--- src/rtl/wdk_pkg.sv ---
// Constants for the watchdog and wake-up controller.
// Assumes a 32-bit classic Wishbone bus and an 8-bit register file in the low lane.
package wdk_pkg;

    ////////////////////////////////////////////////////////////////////////////
    // Register byte addresses
    localparam logic [7:0] WDK_ADR_WDC = 8'h00;
    localparam logic [7:0] WDK_ADR_RSF = 8'h04;
    localparam logic [7:0] WDK_ADR_PWR = 8'h08;
    localparam logic [7:0] WDK_ADR_STS = 8'h0c;
    localparam logic [7:0] WDK_ADR_PAW = 8'h10;

    ////////////////////////////////////////////////////////////////////////////
    // watchdog_control layout
    localparam logic [7:0] WDK_WDC_RST = 8'h53;
    localparam int         WDK_KEY_LSB = 3;
    localparam int         WDK_KEY_MSB = 7;
    localparam int         WDK_SEL_MSB = 2;
    localparam logic [4:0] WDK_KEY_OFF = 5'h15;
    localparam logic [4:0] WDK_KEY_ON  = 5'h0a;

    // reset_source_flags layout
    localparam int         WDK_RSF_WRF  = 0;
    localparam int         WDK_RSF_LRF  = 1;
    localparam int         WDK_RSF_LOW_VOLTAGE_RESET_FLAG = 2;
    localparam int         WDK_RSF_RESETCTL_SOFT_RESET_FLAG = 3;
    localparam logic [3:0] WDK_RSF_RST  = 4'h0;

    // system_clock_control idle bits and status bits
    localparam int         WDK_PWR_FHID = 0;
    localparam int         WDK_PWR_FSID = 1;
    localparam logic [1:0] WDK_PWR_RST  = 2'h0;
    localparam int         WDK_STS_PDF  = 0;
    localparam int         WDK_STS_TO   = 1;
    localparam logic [7:0] WDK_PAW_RST  = 8'h00;

    ////////////////////////////////////////////////////////////////////////////
    // Sizes and timing
    localparam int WDK_NUM_PA  = 8;
    localparam int WDK_NUM_IRQ = 8;
    localparam int WDK_CNT_W   = 18;
    localparam logic [WDK_CNT_W-1:0] WDK_CNT_ONES = 18'h3ffff;
    localparam logic [4:0] WDK_CNT_TOP = 5'h12;
    // Divider exponent per timeout_select code 0..7
    localparam logic [7:0][4:0] WDK_TO_EXP = {5'h12, 5'h11, 5'h10, 5'h0f,
                                              5'h0e, 5'h0c, 5'h0a, 5'h08};
    localparam int WDK_SRST_DLY_CYC = 32;

    typedef enum logic [1:0] {
        WDK_RUN  = 2'b01,
        WDK_HALT = 2'b10
    } wdk_state_e;

endpackage

--- src/rtl/wdk_top.sv ---
// Watchdog timer, halt/idle control and wake-up logic with a Wishbone slave.
// Assumes the CPU pulses halt and clear-watchdog for one clk_i cycle each, and
// that a reset generator outside acts on the reset pulses driven here.
//
// Function
// - Halt with fast idle 1, slow idle 0 keeps fast clock, stops sub clock, stalls CPU.
// - While halted, memory, registers and ports are held unchanged.
// - Halt sets power-down flag and clears timeout flag.
// - Halt clears the watchdog count; counting continues only when enabled.
// - Halted device wakes on reset pin, Port A fall, interrupt or watchdog overflow.
// - Reset pin wake gives full reset; overflow wake resets only PC and SP.
// - Power-down flag cleared by power-up or clear instruction, set by halt.
// - Per-pin Port A wake enables; falling edge resumes after halt.
// - Disabled or stack-full waking interrupt resumes after halt, stays pending.
// - Enabled waking interrupt with stack room gets normal interrupt service.
// - Interrupt already requesting before halt cannot wake the device.
// - Watchdog counts slow RC clock; select picks divider 2^8 to 2^18.
// - Key 10101B disables watchdog, 01010B enables it.
// - Any other key resets device after fixed delay, sets watchdog soft-reset flag.
// - Key field holds 01010B after power-on.
// - Watchdog soft-reset flag set by hardware, software may only clear it.
// - Timeout while running resets device and sets timeout flag.
// - Timeout while halted sets timeout and power-down, resets only PC and SP.
// - Count cleared by bad key, clear instruction, halt, or selected reset pin low.
// - Upper four bits of reset flag register read zero.
// - Reset-control flag set by bad reset-control value, cleared only by software.
//
// Design decisions made here: the placing of the registers and the Wishbone interface to the registers.
`timescale 1ns/1ns

module wdk_top #(
    parameter int SOFT_RESET_DELAY = wdk_pkg::WDK_SRST_DLY_CYC
) (
    input  wire logic        clk_i,
    input  wire logic        rst_i,
    input  wire logic        wb_cyc_i,
    input  wire logic        wb_stb_i,
    input  wire logic        wb_we_i,
    input  wire logic [7:0]  wb_adr_i,
    input  wire logic [3:0]  wb_sel_i,
    input  wire logic [31:0] wb_dat_i,
    output logic      [31:0] wb_dat_o,
    output logic             wb_ack_o,
    input  wire logic        low_speed_internal_rc_clk_i,
    input  wire logic        halt_i,
    input  wire logic        clear_wdt_i,
    input  wire logic [7:0]  port_a_i,
    input  wire logic [7:0]  irq_req_i,
    input  wire logic [7:0]  irq_en_i,
    input  wire logic        stack_full_i,
    input  wire logic        ext_reset_n_i,
    input  wire logic        reset_pin_sel_i,
    input  wire logic        reset_pin_control_invalid_i,
    input  wire logic        lvr_event_i,
    input  wire logic        lvrc_invalid_i,
    output logic             cpu_stall_o,
    output logic             state_hold_o,
    output logic             fast_clk_en_o,
    output logic             sub_clk_en_o,
    output logic             sys_reset_o,
    output logic             wdt_reset_o,
    output logic             pc_sp_reset_o,
    output logic             resume_o,
    output logic      [7:0]  irq_service_o,
    output logic             power_down_flag_o,
    output logic             timeout_flag_o
);

    ////////////////////////////////////////////////////////////////////////////
    // Input synchronisers: slow RC clock, reset pin and Port A are asynchronous
    localparam int SW = wdk_pkg::WDK_NUM_PA + 2;

    logic [SW-1:0] meta_q;
    logic [SW-1:0] sync_q;
    logic [SW-1:0] prev_q;

    // Two flops before any logic reads the pins
    always_ff @(posedge clk_i) begin
        if (rst_i) begin
            meta_q <= {SW{1'b1}};
            sync_q <= {SW{1'b1}};
        end else begin
            meta_q <= {low_speed_internal_rc_clk_i, ext_reset_n_i, port_a_i};
            sync_q <= meta_q;
        end
    end

    // Reset high so no false Port A fall follows reset
    always_ff @(posedge clk_i) begin
        if (rst_i) begin
            prev_q <= {SW{1'b1}};
        end else begin
            prev_q <= sync_q;
        end
    end

    // Slow clock sampled as data: each half period needs three clk_i cycles
    wire       low_speed_internal_rc_tick = sync_q[SW-1] & ~prev_q[SW-1];
    wire       res_low   = reset_pin_sel_i & ~sync_q[SW-2];
    wire [7:0] pa_fall   = prev_q[7:0] & ~sync_q[7:0];

    ////////////////////////////////////////////////////////////////////////////
    // Registers
    wdk_pkg::wdk_state_e state_q;
    wdk_pkg::wdk_state_e state_d;

    logic [7:0]  wdc_q;
    logic [7:0]  wdc_d;
    logic [3:0]  rsf_q;
    logic [3:0]  rsf_d;
    logic [1:0]  pwr_q;
    logic [7:0]  paw_q;
    logic        pdf_q;
    logic        pdf_d;
    logic        to_q;
    logic        to_d;
    logic [1:0]  mode_q;
    logic [7:0]  armed_q;
    logic [wdk_pkg::WDK_CNT_W-1:0] cnt_q;
    logic [wdk_pkg::WDK_CNT_W-1:0] cnt_d;
    logic [15:0] srst_q;
    logic        ack_q;
    logic [7:0]  rdat_q;
    logic        sys_rst_q;
    logic        wdt_rst_q;
    logic        pcsp_q;
    logic        resume_q;
    logic [7:0]  svc_q;

    ////////////////////////////////////////////////////////////////////////////
    // Wishbone decode: ack one cycle after request, write at the ack edge
    // Classic single cycle only, no bursts
    wire req    = wb_cyc_i & wb_stb_i;
    wire wr_go  = req & wb_we_i & ack_q & wb_sel_i[0];
    wire wr_wdc = wr_go & (wb_adr_i == wdk_pkg::WDK_ADR_WDC);
    wire wr_rsf = wr_go & (wb_adr_i == wdk_pkg::WDK_ADR_RSF);
    wire wr_pwr = wr_go & (wb_adr_i == wdk_pkg::WDK_ADR_PWR);
    wire wr_paw = wr_go & (wb_adr_i == wdk_pkg::WDK_ADR_PAW);

    wire [7:0] sts_rd = {6'h00, to_q, pdf_q};
    // Unmapped addresses read zero and ignore writes
    wire [7:0] rd_data =
        (wb_adr_i == wdk_pkg::WDK_ADR_WDC) ? wdc_q :
        (wb_adr_i == wdk_pkg::WDK_ADR_RSF) ? {4'h0, rsf_q} :
        (wb_adr_i == wdk_pkg::WDK_ADR_PWR) ? {6'h00, pwr_q} :
        (wb_adr_i == wdk_pkg::WDK_ADR_STS) ? sts_rd :
        (wb_adr_i == wdk_pkg::WDK_ADR_PAW) ? paw_q : 8'h00;

    always_ff @(posedge clk_i) begin
        if (rst_i) begin
            ack_q <= 1'b0;
        end else begin
            ack_q <= req & ~ack_q;
        end
    end

    // Read data is caught at the request edge and stands during ack
    always_ff @(posedge clk_i) begin
        if (rst_i) begin
            rdat_q <= 8'h00;
        end else if (req & ~ack_q) begin
            rdat_q <= rd_data;
        end
    end

    assign wb_ack_o = ack_q;
    assign wb_dat_o = {24'h000000, rdat_q};

    ////////////////////////////////////////////////////////////////////////////
    // Key field and soft reset delay
    wire [4:0] key     = wdc_q[wdk_pkg::WDK_KEY_MSB:wdk_pkg::WDK_KEY_LSB];
    wire [4:0] wr_key  = wb_dat_i[wdk_pkg::WDK_KEY_MSB:wdk_pkg::WDK_KEY_LSB];
    wire       wdt_en  = (key == wdk_pkg::WDK_KEY_ON);
    wire       key_bad = (key != wdk_pkg::WDK_KEY_ON) & (key != wdk_pkg::WDK_KEY_OFF);
    wire       bad_wr  = wr_wdc & (wr_key != wdk_pkg::WDK_KEY_ON) &
                         (wr_key != wdk_pkg::WDK_KEY_OFF);
    // Noise on the held key counts the same as a bad write
    wire       srst_fire = key_bad & (srst_q == 16'(SOFT_RESET_DELAY - 1));

    // Delay counter runs only while the held key is bad
    always_ff @(posedge clk_i) begin
        if (rst_i | ~key_bad) begin
            srst_q <= 16'h0000;
        end else begin
            srst_q <= srst_q + 16'h0001;
        end
    end

    // Reloading the power-on key stops repeated soft resets
    assign wdc_d = srst_fire ? wdk_pkg::WDK_WDC_RST :
                   wr_wdc    ? wb_dat_i[7:0] : wdc_q;

    ////////////////////////////////////////////////////////////////////////////
    // Watchdog counter
    wire       running = (state_q == wdk_pkg::WDK_RUN);
    wire       halted  = (state_q == wdk_pkg::WDK_HALT);
    wire       halt_go = halt_i & running;
    wire [4:0] to_exp  = wdk_pkg::WDK_TO_EXP[wdc_q[wdk_pkg::WDK_SEL_MSB:0]];
    // Terminal count 2^N-1, so overflow lands on the 2^N-th tick
    wire [wdk_pkg::WDK_CNT_W-1:0] term =
        wdk_pkg::WDK_CNT_ONES >> (wdk_pkg::WDK_CNT_TOP - to_exp);
    wire       ovf     = wdt_en & low_speed_internal_rc_tick & (cnt_q == term);
    wire       cnt_clr = bad_wr | clear_wdt_i | halt_go | res_low;

    // Disabled watchdog stays cleared and stopped
    assign cnt_d = (cnt_clr | ovf | ~wdt_en) ? '0 :
                   low_speed_internal_rc_tick ? cnt_q + 18'h00001 : cnt_q;

    ////////////////////////////////////////////////////////////////////////////
    // Status flags: hardware set wins over a clear in the same cycle
    assign pdf_d = (halt_go | (halted & ovf)) | (pdf_q & ~clear_wdt_i);
    assign to_d  = ovf | (to_q & ~(halt_go | clear_wdt_i));

    // Flags accept write-zero only; writing one leaves them alone
    wire [3:0] rsf_set = {reset_pin_control_invalid_i, lvr_event_i, lvrc_invalid_i, srst_fire};
    wire [3:0] rsf_clr = {4{wr_rsf}} & ~wb_dat_i[3:0];
    assign rsf_d = (rsf_q & ~rsf_clr) | rsf_set;

    ////////////////////////////////////////////////////////////////////////////
    // Wake-up sources
    wire [7:0] pa_wake  = pa_fall & paw_q;
    wire [7:0] irq_wake = irq_req_i & armed_q;
    wire [7:0] irq_ok   = irq_wake & irq_en_i & {8{~stack_full_i}};
    wire       pa_any   = |pa_wake;
    wire       irq_any  = |irq_wake;
    // A reset source in the same cycle outranks a soft wake
    wire       soft_wake = halted & ~res_low & ~ovf & (pa_any | irq_any);
    wire       wake     = halted & (res_low | ovf | pa_any | irq_any);

    // Halt is ignored while already halted
    always_comb begin
        state_d = state_q;
        case (state_q)
            wdk_pkg::WDK_RUN: begin
                if (halt_go) begin
                    state_d = wdk_pkg::WDK_HALT;
                end
            end
            wdk_pkg::WDK_HALT: begin
                if (wake) begin
                    state_d = wdk_pkg::WDK_RUN;
                end
            end
            default: begin
                state_d = wdk_pkg::WDK_RUN;
            end
        endcase
    end

    ////////////////////////////////////////////////////////////////////////////
    // State and register update
    always_ff @(posedge clk_i) begin
        if (rst_i) begin
            state_q <= wdk_pkg::WDK_RUN;
        end else begin
            state_q <= state_d;
        end
    end

    // Soft reset reloads the key; other writes follow software
    always_ff @(posedge clk_i) begin
        if (rst_i) begin
            wdc_q <= wdk_pkg::WDK_WDC_RST;
        end else begin
            wdc_q <= wdc_d;
        end
    end

    always_ff @(posedge clk_i) begin
        if (rst_i) begin
            rsf_q <= wdk_pkg::WDK_RSF_RST;
        end else begin
            rsf_q <= rsf_d;
        end
    end

    // Flags start clear: only power-up reaches rst_i
    always_ff @(posedge clk_i) begin
        if (rst_i) begin
            pdf_q <= 1'b0;
        end else begin
            pdf_q <= pdf_d;
        end
    end

    always_ff @(posedge clk_i) begin
        if (rst_i) begin
            to_q <= 1'b0;
        end else begin
            to_q <= to_d;
        end
    end

    always_ff @(posedge clk_i) begin
        if (rst_i) begin
            cnt_q <= '0;
        end else begin
            cnt_q <= cnt_d;
        end
    end

    always_ff @(posedge clk_i) begin
        if (rst_i) begin
            pwr_q <= wdk_pkg::WDK_PWR_RST;
        end else if (wr_pwr) begin
            pwr_q <= wb_dat_i[1:0];
        end
    end

    always_ff @(posedge clk_i) begin
        if (rst_i) begin
            paw_q <= wdk_pkg::WDK_PAW_RST;
        end else if (wr_paw) begin
            paw_q <= wb_dat_i[7:0];
        end
    end

    // Mode and wake mask freeze at halt, so writes while halted
    // cannot change the clocks in use
    always_ff @(posedge clk_i) begin
        if (rst_i) begin
            mode_q  <= 2'b00;
            armed_q <= 8'h00;
        end else if (halt_go) begin
            mode_q  <= pwr_q;
            armed_q <= ~irq_req_i;
        end
    end

    ////////////////////////////////////////////////////////////////////////////
    // Reset and wake pulses
    // Registered so the reset generator never sees a decode glitch
    always_ff @(posedge clk_i) begin
        if (rst_i) begin
            sys_rst_q <= 1'b0;
        end else begin
            sys_rst_q <= res_low | srst_fire;
        end
    end

    always_ff @(posedge clk_i) begin
        if (rst_i) begin
            wdt_rst_q <= 1'b0;
            pcsp_q    <= 1'b0;
        end else begin
            wdt_rst_q <= ovf & running;
            pcsp_q    <= ovf & halted;
        end
    end

    // Pending request is left for the interrupt logic to serve later
    always_ff @(posedge clk_i) begin
        if (rst_i) begin
            resume_q <= 1'b0;
            svc_q    <= 8'h00;
        end else begin
            resume_q <= soft_wake & (pa_any | (irq_ok == 8'h00));
            svc_q    <= soft_wake ? irq_ok : 8'h00;
        end
    end

    assign sys_reset_o   = sys_rst_q;
    assign wdt_reset_o   = wdt_rst_q;
    assign pc_sp_reset_o = pcsp_q;
    assign resume_o      = resume_q;
    assign irq_service_o = svc_q;

    ////////////////////////////////////////////////////////////////////////////
    // Clock enables follow the mode latched at halt; stall and hold follow the halt state
    // Enables drop only in the halt state, never on a bus write
    assign cpu_stall_o   = halted;
    assign state_hold_o  = halted;
    assign fast_clk_en_o = running | mode_q[wdk_pkg::WDK_PWR_FHID];
    assign sub_clk_en_o  = running | mode_q[wdk_pkg::WDK_PWR_FSID];

    // Flags leave as registered levels
    assign power_down_flag_o = pdf_q;
    assign timeout_flag_o    = to_q;

endmodule

--- config.mk ---
export PLATFORM = sky130hd
export DESIGN_NAME = wdk_top
export DESIGN_NICKNAME = d
export VERILOG_FILES = /design/src/rtl/wdk_pkg.sv /design/src/rtl/wdk_top.sv
export SDC_FILE = /design/constraint.sdc
export NUM_CORES = 1
export LEC_CHECK = 0
export BUFFER_PORTS_ARGS = -buffer_cell sky130_fd_sc_hd__buf_2
export CORE_UTILIZATION = 50
export CTS_BUF_LIST = sky130_fd_sc_hd__clkbuf_2
export DETAILED_ROUTE_END_ITERATION = 7
export HOLD_SLACK_MARGIN = 0.08
export PLACE_DENSITY = 0.75
export SKIP_LAST_GASP = 1
export SLEW_MARGIN = 20
export SYNTH_ARGS = -nofsm -noshare
export SYNTH_HDL_FRONTEND = slang
export SYNTH_SLANG_ARGS = --single-unit
--- constraint.sdc ---
create_clock -name clk_i -period 4.3 [get_ports clk_i]
set_clock_uncertainty 0.05 [all_clocks]
set_input_delay 0.86 -clock clk_i [delete_from_list [all_inputs] [get_ports clk_i]]
set_output_delay 0.86 -clock clk_i [all_outputs]
set_load 0.05 [all_outputs]
==> qor.yml <==
synthesis:
  yosysTopAreaCellShare_pct: 44.32
  synth_warnings: 0
  synth_top_area_cell: "dfxtp_1"
  synthSimpleGateAreaFrac_pct: 27.30
  synth_edf_count: 0
  synth_top_family_by_area: "simple AND/OR/NAND/NOR gates"
  netlist_instances: 640
  ys.flop_type: "dfxtp_1"
  synth_area_per_cell_sq_um: 8.823
  synthTopCellsByArea: "dfxtp_1, nor2_1, buf_4"
  synth_seq_cells: 125
  muxShareOfSynthArea_pct: 3.102
  synth.distinct_cells: 64
  synth-compound-area-share_pct: 10.88
  synth.yosys.seq_area_share_pct: 44.32
  synth-xor-area-share_pct: 6.005
  syn_area_sq_um: 5647
  synth_adder_area_share_pct: 1.773
  async_flop_share_pct: 0
run_status:
  outcome: "finished clean"
sta:
  setup_viol: 0
  fmax_mhz: 278.2
  setup-tns-final_ns: 0
  worst_slew_pin_slew_ns: 0.7687
  fin_crit_ns: 3.595
  hold_viol_final: 0
  rsz0062_at_grt: "false"
  slew-limit-headroom_pct: 48.75
  fin_crit_sh_pct: 83.61
  maxSlewViolCount: 0
floorplan:
  placement_rows: 38
  die_h_um: 108.3
  initial_utilization_pct: 51.64
  io_pins: 133
  core_area_sq_um: 10940
  fp.dieW_um: 108.3
  die_area_sq_um: 11720
global_route:
  grt_util_met2_pct: 37.22
  grt_pass1_vias: 4496
  grt_pass1_wl_um: 20290
  grt_overflow: 0
  antenna_found_initial: 0
  met3_usage_pct: 5.907
  grt_max_degree: 65
  grt_util_met1_pct: 26.94
  grt_util_all_layers_pct: 22.26
  busiest_layer: "met2"
drt:
  drt_iter0_drc: 206
  via_per_inst: 5.445
  drc: 0
  postRouteAntennaNets: 0
  routedWlPerCell_um: 14.02
  wl_um: 12190
  dr_total_vias: 4737
  dr.pass1.iters: 5
worst_setup_path:
  slowest_delay_ns: 0.56
  crit_buf_inv: 2
  cp.arrival_ns: 4.07
  path_class: "flip-flop to flip-flop"
  reg2reg_from: "to_exp[1]$_DFF_P_"
  startpoint: "to_exp[1]$_DFF_P_"
  slowest_stage: "nor4_4"
  worst-path-max-fanout: 23
  cp_common_cell: "ha_1"
  path_delay_family: "simple AND/OR/NAND/NOR gates"
  worstSetupStartpointType: "flip-flop"
  crit_path_cell_trace: "ha_1, inv_1, ha_1, nor2b_1, mux2i_1, o22ai_1, a32o_1, o2111ai_2, nor4_4, buf_4, nor3_1"
  ff2ff_setup_slack_ns: 0.70
  required_ns: 4.78
  end_kind: "flip-flop"
clock_network:
  cts_sinks: 125
  clockRootBuffer: "clkbuf_2"
  cts_buffer_depth: 2
  worst_skew_pair.late_latency_ns: 0.67
  cts_tree: "yes"
  clk_pin_slew_ns: 0.19
  cts_buffers: 17
  htreeDepth: 4
  post_cts_buffers: 0
  cts_hold_buf: 0
  cts-resized-gates: 0
run:
  max-cap-violations: 0
final_layout:
  final_cell_area_sq_um: 6237
  layout_commonest_cell: "dfxtp_1"
  fillers: 1023
  final_cell_mix: "dfxtp_1, buf_2, nor2_1"
  final_nets: 807
  antennaDiodeCount: 0
  layout-drive-gt1-share_pct: 22.19
  area.growth.synth_to_final_pct: 10.46
power:
  vdd_drop_max_mv: 0.2024
  total_power_w: 0.001982
  power_per_cell_area_nw_per_um2: 317.8
  leakagePower_nw: 2.436
place:
  gp_congestion: 0.8808
  place_area_sq_um: 6048
  dp_hpwl_um: 8998
  portBuffers: 81
worst_hold_path:
  hold_path_class: "primary input to flip-flop"
  hp-start: "port_a_i[7]"
==> power breakdown <==
group / switching (W) / internal (W)
registers: 0.0000124 / 0.00119
logic: 0.000138 / 0.0000562
clock network: 0.000441 / 0.000149
==> worst paths after layout <==
path	endpoint	depth (start not counted)
setup / recovery	cnt_q[11]$_SDFFE_PP0P_	11
hold / removal	meta_q[7]$_SDFF_PP1_	2
setup reg to reg	cnt_q[11]$_SDFFE_PP0P_	11
hold reg to reg	sync_q[4]$_SDFF_PP1_	1
==> per-stage QoR <==
stage          std cells  util, %  hold WS, ns  setup WS, ns
2_1_floorplan        663        -       0.3395         1.391
3_3_place_gp         838    55.31       0.3429        0.8820
3_5_place_dp         838    55.31       0.3449        0.7559
4_1_cts              870    57.04       0.2368        0.7395
5_1_grt              870    57.04       0.1977        0.3768
6_report             870    57.04       0.3091        0.7049
==> cells in the mapped netlist, types with 4 or more instances <==
cell type	number
and2_1	4
a221oi_1	5
mux2i_1	15
buf_4	27
nand4_1	10
a211oi_1	11
ha_1	8
clkbuf_1	18
or3_1	5
nand2_1	41
dfxtp_1	125
a21oi_1	21
a22oi_1	4
xnor2_1	13
o21ai_0	19
nor2b_1	5
buf_2	5
xor2_1	22
nand3_1	38
nor4_1	9
inv_1	20
or2_2	31
and3_1	7
nand2b_1	7
nand3b_1	7
nor2_1	70
nor3_1	39
==> worst reg2reg max path: stages (launching register included) <==
cell	delay, ns
dfxtp_1	0.46
ha_1	0.31
inv_1	0.07
ha_1	0.55
nor2b_1	0.39
mux2i_1	0.13
o22ai_1	0.13
a32o_1	0.20
o2111ai_2	0.14
nor4_4	0.56
buf_4	0.36
nor3_1	0.10
==> final cells by class <==
type / instances / area [sq um] / share of cell area [%]
flip-flops and latches: 125 / 2502 / 40.12
well taps: 140 / 175.2 / 2.808
clock inverters: 14 / 98.84 / 1.585
repair buffers: 85 / 435.4 / 6.981
clock buffers: 18 / 90.09 / 1.444
multi-input cells: 468 / 2860 / 45.86
inverters: 20 / 75.07 / 1.204
==> logic make-up after synthesis <==
family	Yosys count
simple gates	291
flops	125
compound gates	91
other cells	1
buf+inv	70
mux	17
xor+xnor	37
fa+ha+maj	8
==> flip-flops by register name, indices dropped and copies added (netlist names) <==
register           cells
armed_q                8
cnt_q                 18
irq_service_o          8
meta_q                10
mode_q                 2
paw_q                  8
pc_sp_reset_o          1
power_down_flag_o      1
prev_q                 9
pwr_q                  2
rdat_q                 8
resume_o               1
rsf_q                  4
srst_q                16
state_q                2
sync_q                10
sys_reset_o            1
timeout_flag_o         1
to_exp                 5
wb_ack_o               1
wdc_q                  8
wdt_reset_o            1
==> metal layers <==
layer	vias up	wire length (um)
met5	-	0
met4	0	255
met3	25	630
met2	152	5739
met1	2212	5568
li1	2348	-
(Power assumes the default switching activity.)
